## src/rtl/pfss_pkg.sv

```systemverilog
// Package of the fault source selector for the third modulator channel.
// Assumes a 32-bit Avalon-MM register slave on clk_sys.
package pfss_pkg;

   localparam logic [31:0] PFSS_CLIM_ADDR  = 32'h00130064;
   localparam logic [31:0] PFSS_ABFLT_ADDR = 32'h00130068;
   localparam logic [15:0] PFSS_CLIM_RESET  = 16'h0000;
   localparam logic [14:0] PFSS_ABFLT_RESET = 15'h0000;
   localparam int PFSS_PCM_BIT   = 15;
   localparam int PFSS_DCMP_LSB  = 11;
   localparam int PFSS_PIN_LSB   = 7;
   localparam int PFSS_ACMP_LSB  = 0;
   localparam int PFSS_SYNC_DEPTH = 2;

   // Sources in register bit order: digital 3..0, pins 3..0, analog G..A.
   typedef struct packed {
      logic [3:0] digital_cmp;
      logic [3:0] ext_pin;
      logic [6:0] analog_cmp;
   } pfss_src_t;

   typedef struct packed {
      logic [15:0] current_limit_source_enable_reg;
      logic [14:0] ab_fault_source_enable_reg;
      logic [31:0] readdata_reg;
      logic        readdatavalid_reg;
      logic        current_limit_reg;
      logic        ab_fault_reg;
   } pfss_state_t;

endpackage : pfss_pkg

```

## src/rtl/pfss_sync.sv

```systemverilog
// Two-stage synchroniser for asynchronous pin levels.
// Assumes a single clock; the first stage feeds only the second.
`timescale 1ns/1ps
module pfss_sync #(
   parameter int WIDTH = 4
) (
   input  wire logic             clk_sys,
   input  wire logic             reset_n,
   input  wire logic [WIDTH-1:0] async_in,
   output logic      [WIDTH-1:0] sync_out
);
   typedef struct packed {
      logic [WIDTH-1:0] meta;
      logic [WIDTH-1:0] stable;
   } pfss_sync_state_t;

   pfss_sync_state_t state_reg;
   pfss_sync_state_t state_next;

   // Only the second stage leaves the module, so a metastable first stage
   // never reaches the selection logic.
   always_comb begin
      state_next.meta   = async_in;
      state_next.stable = state_reg.meta;
   end

   assign sync_out = state_reg.stable;

   always_ff @(posedge clk_sys) begin
      if (!reset_n) begin
         state_reg <= '0;
      end else begin
         state_reg <= state_next;
      end
   end
endmodule : pfss_sync

```

## src/rtl/pfss_top.sv

```systemverilog
// Source selection for current-limit and combined A/B fault paths.
// Assumes comparator results are on clk_sys; fault pins are asynchronous.
`timescale 1ns/1ps

// How it works
// Bit 15 of current-limit enables gate the analog peak-current result.
// Current-limit bits 14..11 gate digital comparators 3..0.
// Current-limit bits 10..7 gate external fault pins 3..0.
// Current-limit bits 6..0 gate analog comparators G..A.
// A/B fault bits 14..11 gate digital comparators 3..0.
// A/B fault bits 10..7 gate external fault pins 3..0.
// A/B fault bits 6..0 gate analog comparators G..A.
// Current-limit enable register resets to zero.
// A/B fault enable register resets to zero.
// Each path is the OR of its enabled active sources.
module pfss_top (
   input  wire logic        clk_sys,
   input  wire logic        reset_n,
   input  wire logic [31:0] avs_address,
   input  wire logic        avs_read,
   input  wire logic        avs_write,
   input  wire logic [31:0] avs_writedata,
   input  wire logic [3:0]  avs_byteenable,
   output logic      [31:0] avs_readdata,
   output logic             avs_readdatavalid,
   output logic             avs_waitrequest,
   input  wire logic        analog_peak_current,
   input  wire logic [3:0]  digital_cmp,
   input  wire logic [3:0]  ext_fault_pin,
   input  wire logic [6:0]  analog_cmp,
   output logic             current_limit,
   output logic             ab_fault
);

   ////////////////////////////////////////////////////////////////////////
   // Field view of the current-limit enables, most significant bit first.
   typedef struct packed {
      logic analog_peak_source_enable;
      logic digital_cmp3_source_enable;
      logic digital_cmp2_source_enable;
      logic digital_cmp1_source_enable;
      logic digital_cmp0_source_enable;
      logic ext_pin3_source_enable;
      logic ext_pin2_source_enable;
      logic ext_pin1_source_enable;
      logic ext_pin0_source_enable;
      logic analog_cmp_g_source_enable;
      logic analog_cmp_f_source_enable;
      logic analog_cmp_e_source_enable;
      logic analog_cmp_d_source_enable;
      logic analog_cmp_c_source_enable;
      logic analog_cmp_b_source_enable;
      logic analog_cmp_a_source_enable;
   } pfss_clim_view_t;

   // Field view of the pair fault enables, most significant bit first.
   typedef struct packed {
      logic digital_cmp3_source_enable;
      logic digital_cmp2_source_enable;
      logic digital_cmp1_source_enable;
      logic digital_cmp0_source_enable;
      logic ext_pin3_source_enable;
      logic ext_pin2_source_enable;
      logic ext_pin1_source_enable;
      logic ext_pin0_source_enable;
      logic analog_cmp_g_source_enable;
      logic analog_cmp_f_source_enable;
      logic analog_cmp_e_source_enable;
      logic analog_cmp_d_source_enable;
      logic analog_cmp_c_source_enable;
      logic analog_cmp_b_source_enable;
      logic analog_cmp_a_source_enable;
   } pfss_abflt_view_t;

   // Which register a bus address selects.
   typedef enum logic [1:0] {
      PFSS_SEL_NONE,
      PFSS_SEL_CLIM,
      PFSS_SEL_ABFLT
   } pfss_sel_t;

   pfss_pkg::pfss_state_t state_reg;
   pfss_pkg::pfss_state_t state_next;
   pfss_pkg::pfss_src_t   src;
   logic [3:0]            pin_sync;
   pfss_clim_view_t       clim_view;
   pfss_abflt_view_t      abflt_view;
   logic [14:0]           clim_src_en;
   logic [14:0]           abflt_src_en;
   logic                  peak_hit;
   logic                  bus_read_wait;
   pfss_sel_t             bus_sel;

   // Pins arrive from outside the clock domain.
   pfss_sync #(
      .WIDTH    (4)
   ) u_pin_sync (
      .clk_sys  (clk_sys),
      .reset_n  (reset_n),
      .async_in (ext_fault_pin),
      .sync_out (pin_sync)
   );

   ////////////////////////////////////////////////////////////////////////
   // Merges a write with byte enables into a stored value.
   function automatic logic [31:0] pfss_merge(
      input logic [31:0] old_v,
      input logic [31:0] new_v,
      input logic [3:0]  be
   );
      logic [31:0] res;
      res = old_v;
      for (int i = 0; i < 4; i++) begin
         if (be[i]) begin
            res[i*8 +: 8] = new_v[i*8 +: 8];
         end
      end
      return res;
   endfunction : pfss_merge

   // Enabled sources only; a disabled source is masked whatever its level.
   function automatic logic [14:0] pfss_gate(
      input logic [14:0]         en,
      input pfss_pkg::pfss_src_t s
   );
      return en & s;
   endfunction : pfss_gate

   // Any enabled and active source asserts the path.
   function automatic logic pfss_any(
      input logic [14:0]         en,
      input pfss_pkg::pfss_src_t s
   );
      return |pfss_gate(en, s);
   endfunction : pfss_any

   // Decodes a full byte address; every other address selects nothing.
   function automatic pfss_sel_t pfss_decode(
      input logic [31:0] addr
   );
      pfss_sel_t sel;
      sel = PFSS_SEL_NONE;
      if (addr == pfss_pkg::PFSS_CLIM_ADDR) begin
         sel = PFSS_SEL_CLIM;
      end else if (addr == pfss_pkg::PFSS_ABFLT_ADDR) begin
         sel = PFSS_SEL_ABFLT;
      end
      return sel;
   endfunction : pfss_decode

   ////////////////////////////////////////////////////////////////////////
   // Lines the current-limit enables up with the source word.
   // The peak-current bit is left out; it has a gate of its own.
   function automatic logic [14:0] pfss_clim_sources(
      input pfss_clim_view_t v
   );
      return {
         v.digital_cmp3_source_enable,
         v.digital_cmp2_source_enable,
         v.digital_cmp1_source_enable,
         v.digital_cmp0_source_enable,
         v.ext_pin3_source_enable,
         v.ext_pin2_source_enable,
         v.ext_pin1_source_enable,
         v.ext_pin0_source_enable,
         v.analog_cmp_g_source_enable,
         v.analog_cmp_f_source_enable,
         v.analog_cmp_e_source_enable,
         v.analog_cmp_d_source_enable,
         v.analog_cmp_c_source_enable,
         v.analog_cmp_b_source_enable,
         v.analog_cmp_a_source_enable
      };
   endfunction : pfss_clim_sources

   // Lines the pair fault enables up with the source word.
   // This path has no peak-current input at all.
   function automatic logic [14:0] pfss_abflt_sources(
      input pfss_abflt_view_t v
   );
      return {
         v.digital_cmp3_source_enable,
         v.digital_cmp2_source_enable,
         v.digital_cmp1_source_enable,
         v.digital_cmp0_source_enable,
         v.ext_pin3_source_enable,
         v.ext_pin2_source_enable,
         v.ext_pin1_source_enable,
         v.ext_pin0_source_enable,
         v.analog_cmp_g_source_enable,
         v.analog_cmp_f_source_enable,
         v.analog_cmp_e_source_enable,
         v.analog_cmp_d_source_enable,
         v.analog_cmp_c_source_enable,
         v.analog_cmp_b_source_enable,
         v.analog_cmp_a_source_enable
      };
   endfunction : pfss_abflt_sources

   // Builds the read word; bits above a register's width read as zero.
   function automatic logic [31:0] pfss_read_word(
      input pfss_sel_t   sel,
      input logic [15:0] clim,
      input logic [14:0] abflt
   );
      logic [31:0] word;
      word = 32'h00000000;
      unique case (sel)
         PFSS_SEL_CLIM: begin
            word = {16'h0000, clim};
         end
         PFSS_SEL_ABFLT: begin
            word = {17'h00000, abflt};
         end
         default: begin
            word = 32'h00000000;
         end
      endcase
      return word;
   endfunction : pfss_read_word

   ////////////////////////////////////////////////////////////////////////
   // Sources in register bit order, and the enables as the same word.
   // Pins enter only through the synchroniser.
   assign src          = {digital_cmp, pin_sync, analog_cmp};
   assign clim_view    = state_reg.current_limit_source_enable_reg;
   assign abflt_view   = state_reg.ab_fault_source_enable_reg;
   assign clim_src_en  = pfss_clim_sources(clim_view);
   assign abflt_src_en = pfss_abflt_sources(abflt_view);
   assign bus_sel      = pfss_decode(avs_address);

   // The peak-current result feeds the current limit only.
   assign peak_hit = clim_view.analog_peak_source_enable
                     & analog_peak_current;

   // A read waits one cycle so its word comes from a register; the
   // completion flag doubles as readdatavalid. Writes never wait.
   assign bus_read_wait     = avs_read & ~state_reg.readdatavalid_reg;
   assign avs_waitrequest   = bus_read_wait;
   assign avs_readdata      = state_reg.readdata_reg;
   assign avs_readdatavalid = state_reg.readdatavalid_reg;
   assign current_limit     = state_reg.current_limit_reg;
   assign ab_fault          = state_reg.ab_fault_reg;

   ////////////////////////////////////////////////////////////////////////
   always_comb begin
      logic [31:0] merged;
      merged = 32'h00000000;
      state_next = state_reg;
      // The flag drops right after a completed read, so a back-to-back
      // read waits again.
      state_next.readdatavalid_reg = bus_read_wait;
      if (bus_read_wait) begin
         // Unmapped addresses read as zero.
         state_next.readdata_reg = pfss_read_word(bus_sel,
            state_reg.current_limit_source_enable_reg,
            state_reg.ab_fault_source_enable_reg);
      end
      if (avs_write) begin
         // Writes to unmapped addresses are dropped.
         unique case (bus_sel)
            PFSS_SEL_CLIM: begin
               merged = pfss_merge(
                  {16'h0000, state_reg.current_limit_source_enable_reg},
                  avs_writedata, avs_byteenable);
               state_next.current_limit_source_enable_reg = merged[15:0];
            end
            PFSS_SEL_ABFLT: begin
               merged = pfss_merge(
                  {17'h00000, state_reg.ab_fault_source_enable_reg},
                  avs_writedata, avs_byteenable);
               // Bit 15 is reserved and stays zero.
               state_next.ab_fault_source_enable_reg = merged[14:0];
            end
            default: begin
               merged = 32'h00000000;
            end
         endcase
      end
      // Registered outputs cost one cycle but give glitch-free levels.
      // A new enable acts from the cycle after the write.
      state_next.current_limit_reg = peak_hit
         | pfss_any(clim_src_en, src);
      state_next.ab_fault_reg = pfss_any(abflt_src_en, src);
   end

   ////////////////////////////////////////////////////////////////////////
   // Reset also clears the read flag, so no stale answer follows it.

   always_ff @(posedge clk_sys) begin
      if (!reset_n) begin
         state_reg <= '0;
         state_reg.current_limit_source_enable_reg <=
            pfss_pkg::PFSS_CLIM_RESET;
         state_reg.ab_fault_source_enable_reg <=
            pfss_pkg::PFSS_ABFLT_RESET;
      end else begin
         state_reg <= state_next;
      end
   end

endmodule : pfss_top

```

## config.mk

```make
export PLATFORM = sky130hd
export DESIGN_NAME = pfss_top
export DESIGN_NICKNAME = d
export VERILOG_FILES = /design/src/rtl/pfss_pkg.sv /design/src/rtl/pfss_sync.sv /design/src/rtl/pfss_top.sv
export SDC_FILE = /design/constraint.sdc
export NUM_CORES = 1
export LEC_CHECK = 0
export ABC_AREA = 1
export BUFFER_PORTS_ARGS = -buffer_cell sky130_fd_sc_hd__buf_2
export CORE_ASPECT_RATIO = 0.5
export CORE_MARGIN = 2
export CORE_UTILIZATION = 51
export CTS_BUF_LIST = sky130_fd_sc_hd__clkbuf_2 sky130_fd_sc_hd__clkbuf_4 sky130_fd_sc_hd__clkbuf_8
export DETAILED_ROUTE_END_ITERATION = 10
export PLACE_DENSITY = 0.8
export SYNTH_ARGS = -nofsm -noshare
export SYNTH_HDL_FRONTEND = slang
export SYNTH_SLANG_ARGS = --single-unit
export TNS_END_PERCENT = 100
```

## constraint.sdc

```tcl
create_clock -name clk_sys -period 1.7 [get_ports clk_sys]
set_input_delay 0.34 -clock clk_sys [delete_from_list [all_inputs] [get_ports clk_sys]]
set_output_delay 0.34 -clock clk_sys [all_outputs]
set_load 0.1 [all_outputs]
```

==> results of run 1 <==
==> layout make-up <==
cell class                      count  area (µm²)
Clock inverter                      6        43.8
Multi-Input combinational cell    348        1620
Timing Repair Buffer               95         556
Inverter                           66         248
Sequential cell                    58        1160
Tap cell                           88         110
Clock buffer                       10         131
Fill cell                         568        2210
==> through the flow <==
step	cell area [µm²]	hold WS [ps]
after global placement	3700	397
after CTS	3870	170
final	3870	185
after global routing	3870	172
after floorplan	3270	390
after detailed placement	3700	401
==> placed cells by master (no fill, tap or decap) <==
| cell | instances |
|---|---|
| nor2_4 | 2 |
| nand3_1 | 84 |
| dfxtp_2 | 1 |
| a221oi_1 | 1 |
| clkinv_2 | 2 |
| nand4_1 | 4 |
| a21oi_1 | 4 |
| inv_2 | 5 |
| nand2_8 | 2 |
| conb_1 | 16 |
| a31oi_1 | 2 |
| nor3_1 | 1 |
| nand2_2 | 7 |
| inv_1 | 60 |
| clkbuf_8 | 9 |
| buf_12 | 5 |
| nor2_1 | 112 |
| clkinv_4 | 3 |
| clkbuf_4 | 1 |
| buf_2 | 88 |
| clkinvlp_4 | 1 |
| nand2_1 | 103 |
| clkinv_1 | 1 |
| nor2_8 | 7 |
| nor2_2 | 3 |
| buf_4 | 2 |
| dfxtp_1 | 57 |
==> worst register-to-register path, delay by kind of cell, from the launching register on <==
kind / cells / cell delay (ps)
and+or+nand+nor: 3 / 420
DFF: 1 / 320
buffers and inverters: 2 / 250
==> cells by family (layout without fill, tap and decap cells) <==
group | count (synthesis) | count (layout) | share of synthesized area
and+or+nand+nor | 325 | 325 | 0.473
DFF | 58 | 58 | 0.361
buffers and inverters | 99 | 177 | 0.152
AOI/OAI and AO/OA | 7 | 7 | 0.0128
other | 1 | 16 | 0.00117
==> layer usage <==
| layer | vias to the layer above | global-route usage | wire, µm |
|---|---|---|---|
| met5 | - | 0 | 0 |
| met4 | 0 | 0.0918 | 99 |
| met3 | 10 | 0.0619 | 758 |
| met2 | 136 | 0.334 | 3060 |
| met1 | 1320 | 0.300 | 3320 |
| li1 | 1643 | - | - |
==> worst paths after layout <==
path / start / end / cells after the start
max: avs_readdatavalid / avs_waitrequest / 3
min: ext_fault_pin[3] / u_pin_sync.state_next[3] / 3
max reg2reg: avs_readdatavalid / avs_readdata[9] / 5
min reg2reg: u_pin_sync.state_next[2] / u_pin_sync.sync_out[2] / 2
==> power groups by stage <==
| stage | Clock, mW | Combinational (mW) | Sequential, mW |
|---|---|---|---|
| global route | 1.19 | 0.705 | 1.41 |
| detailed placement | 0 | 0.654 | 1.44 |
| global placement | 0 | 0.649 | 1.44 |
| finish | 1.10 | 0.656 | 1.41 |
| CTS | 1.13 | 0.655 | 1.41 |
| floorplan | 0 | 0.358 | 1.60 |
==> results.cfg, run 1 <==
[drt]
drt_iter0_markers = 234
num_vias = 3109
wl_um = 7240
drcViolationCount = 0
wl_per_cell_um = 10.8
viasPerCell = 4.63
drt_pass1_iterations = 4
ant_nets = 0

[power]
internal_power_mw = 2.08
p_seq_frac = 0.445
leakagePower_nw = 2.15
power.switching_mw = 1.08
power_mw = 3.16
vdd_drop_max_mv = 0.330
combinationalPowerShare = 0.208
p_clk_frac = 0.348
power_density_nw_per_um2 = 816
switching_share = 0.342

[clock_network]
cts_max_level = 3
clock-root-buffer = clkbuf_8
tritoncts = done
cts_sinks = 58
insertion_delay_ps = 330
clk_pin_slew_ps = 70
post_cts_buffers = 0
cts_resized = 0
cts_hold_buffers = 0
cts_max_path_buffers = 2
cts_inserted_buffers = 9

[yosys]
synth.area.top_cells = dfxtp_1 (36%), nor2_1 (13%), nand3_1 (13%), nand2_1 (12%), inv_1 (7.0%)
synth_common_cells = nor2_1 (113), nand2_1 (103), nand3_1 (84)
ys_types = 24
yosysTopAreaCell = dfxtp_1
synth-edff-count = 0
syn-instance-count = 490
synth-seq-area-share = 0.361
synthMostInstantiatedCell = nor2_1
synth_top_area_frac = 0.361
async_flop_share = 0
yosys_warnings = 0
netlist_area_um2 = 3210
synth-seq-cells = 58
syn_avg_cell_area_um2 = 6.56
synth_flop_cell = dfxtp_1

[layout]
areaGrowthSynthToFinish_pct = 20.6
final_net_count = 666
fin_util = 0.637
diodes = 0
layout-drive-gt1-share = 0.237
final_cells = 671

[floorplan]
rows = 20
die_x_um = 116
io_pins = 124
initial_core_util = 0.529
die_y_um = 60.1
die_area_um2 = 6990
core_area_um2 = 6080

[placed_design]
io_buffers = 89
post-place-ws_ps = 88.4
dp_cells = 655
place_congestion = 0.831
dpl.hpwl_um = 5270

[critical_path]
cp_common_cell = buf_12
slowest_stage = dfxtp_2
crit_path_start_kind = flip-flop
path_buf_inv = 2
crit_fanout = 33
path_delay_family = buffers and inverters
endpoint_kind = primary output
path_cells = nor2_2 > buf_12 > buf_12
max_stage_delay_ps = 320
reg2reg_slack_ps = 610
critPathRequiredTime_ps = 1360
worstSetupPathType = reg -> out
arrival_ps = 1210

[timing]
rsz0062_at_grt = false
timing.final.crit_share = 0.914
finalSetupViolations = 0
fin_ws_ps = 146
tightest_slew_ps = 533
fmax_ghz = 0.643
fin_crit_ps = 1550
finalSetupTns_ps = 0
final.setup_skew_ps = 6.17
max_slew_margin = 0.642
hold_violations = 0
maxSlewViolCount = 0

[run]
cap_violations = 0

[hold_path]
hp-class = in -> reg

[global_routing]
grt_max_degree = 40
grt_pass1_vias = 2650
grtUsageTotal = 0.221
grt_pass1_wl_um = 11800
grt_overflow = 0
antenna_found_initial = 0

[run_status]
outcome = finished, final reports clean
No activity file was read; power rests on OpenSTA's default activity.
==> inputs of run 2 (changes only) <==
GPL_ROUTABILITY_DRIVEN = 0   (was not set)
PLACE_DENSITY = 0.88   (was 0.8)
SETUP_SLACK_MARGIN = 0.4   (was not set)
==> results.cfg, run 2 (synthesis gave the netlist of run 1 again) <==
[run_status]
outcome = finished, final reports clean

[clock_network]
insertion_delay_ps = 340
cts_max_level = 3
clk_pin_slew_ps = 60
cts_max_path_buffers = 2
cts_sinks = 58
tritoncts = done
clock-root-buffer = clkbuf_8
cts_inserted_buffers = 9
cts_hold_buffers = 0

[timing]
timing.final.crit_share = 0.786
finalSetupViolations = 0
rsz0062_at_grt = true
fin_ws_ps = 364
maxSlewViolCount = 0
max_slew_margin = 0.656
tightest_slew_ps = 513
fmax_ghz = 0.749
hold_violations = 0
fin_crit_ps = 1340
finalSetupTns_ps = 0
final.setup_skew_ps = 4.69

[placed_design]
place_area_um2 = 3710
post-place-ws_ps = 82.5
io_buffers = 89
dpl.hpwl_um = 5610
dp_cells = 656

[power]
internal_power_mw = 2.50
p_clk_frac = 0.406
vdd_drop_max_mv = 0.495
switching_share = 0.302
power.switching_mw = 1.08
combinationalPowerShare = 0.198
p_seq_frac = 0.396
leakagePower_nw = 2.31
power_density_nw_per_um2 = 834

[drt]
highest_layer = met4
drcViolationCount = 0
num_vias = 3344
wl_um = 8350
wl_per_cell_um = 12.2
route.met2.wl_um = 3800
wl_met3_um = 933
wl_met1_um = 3440
viasPerCell = 4.89
drt_iter0_markers = 449
ant_nets = 0
drt_pass1_iterations = 6

[hold_path]
whs_endpoint = u_pin_sync.state_next[1]
hp-class = in -> reg
hold_depth = 3
hold_start = ext_fault_pin[1]

[floorplan]
io_pins = 124
die_x_um = 116
initial_core_util = 0.529
core_area_um2 = 6080
die_y_um = 60.1
rows = 20
die_area_um2 = 6990

[global_routing]
grtUsageTotal = 0.233
antenna_found_initial = 0
grt_pass1_wl_um = 12400
grt_overflow = 0
grt_pass1_vias = 2785
grt_max_degree = 40

[critical_path]
endpoint_kind = primary output
crit_path_start_kind = flip-flop
reg2reg_slack_ps = 510
crit_fanout = 2
worstSetupPathType = reg -> out
reg2reg_depth = 6
timing.rr.end = avs_readdata[9]
reg2reg_from = avs_readdatavalid
arrival_ps = 1000
critPathRequiredTime_ps = 1360

[layout]
final_cells = 684
final_net_count = 679
finish.instance_area_um2 = 4290
areaGrowthSynthToFinish_pct = 33.3
fin_util = 0.705
layout-drive-gt1-share = 0.287
fill_cells = 471
diodes = 0
layout_common_cells = nand2_1 (102), nor2_1 (102), nand3_1 (80), buf_2 (69)

[run]
cap_violations = 0
[run 2: cell count changes in the layout (fill, tap and decap cells not counted), sizes merged]
cell and change:
bufinv +2, clkinvlp -1, buf +12, clkinv -3, clkbuf +3
[run 2: how the worst max path moves through the flow]
stage	from	end	slack, ps	cells past startpoint
floorplan	avs_readdatavalid	avs_waitrequest	390	2
global placement	avs_address[22]	abflt_src_en[13]	140	11
detailed placement	avs_address[9]	clim_view[10]	80	10
CTS	avs_readdatavalid	avs_waitrequest	350	2
global route	avs_readdatavalid	avs_waitrequest	340	2
finish	avs_readdatavalid	avs_waitrequest	360	2
[run 2: final cells by class]
| class | instances | area (µm²) | share of cell area |
|---|---|---|---|
| Multi-Input combinational cell | 348 | 1700 | 0.396 |
| Sequential cell | 58 | 1160 | 0.272 |
| Timing Repair Buffer | 108 | 832 | 0.194 |
| Inverter | 66 | 250 | 0.0584 |
| Clock buffer | 12 | 159 | 0.0371 |
| Tap cell | 88 | 110 | 0.0257 |
| Clock inverter | 4 | 73.8 | 0.0172 |
[run 2: per-layer routing]
layer,vias up,track usage
li1,1675,-
met1,1440,0.295
met2,203,0.392
met3,26,0.0609
met4,0,0.0799
met5,-,0
[run 2: power by group through the flow]
stage / Clock [mW] / Combinational [mW] / Sequential, mW
3_5_place_dp: 0 / 0.654 / 1.44
6_report: 1.45 / 0.708 / 1.41
3_3_place_gp: 0 / 0.649 / 1.44
2_1_floorplan: 0 / 0.365 / 1.61
4_1_cts: 1.46 / 0.687 / 1.41
5_1_grt: 1.52 / 0.753 / 1.42
[run 2: worst max-delay path: stages (launching register included)]
cell,delay [ps]
dfxtp_2,340
nor2_4,130
buf_12,190
[run 2: what timing repair did]
item / in CTS / in global routing
pin swaps: 1 / 23
cloned: 0 / 1
resized for setup: 35 / 30
buffers inserted: 1 / 10
setup endpoints to repair: 20 / 49
[run 2: stage by stage]
step	total power, mW	hold WS, ps
after floorplan	1.97	390
after global placement	2.08	398
after detailed placement	2.09	396
after CTS	3.56	172
after global routing	3.69	173
final	3.58	183
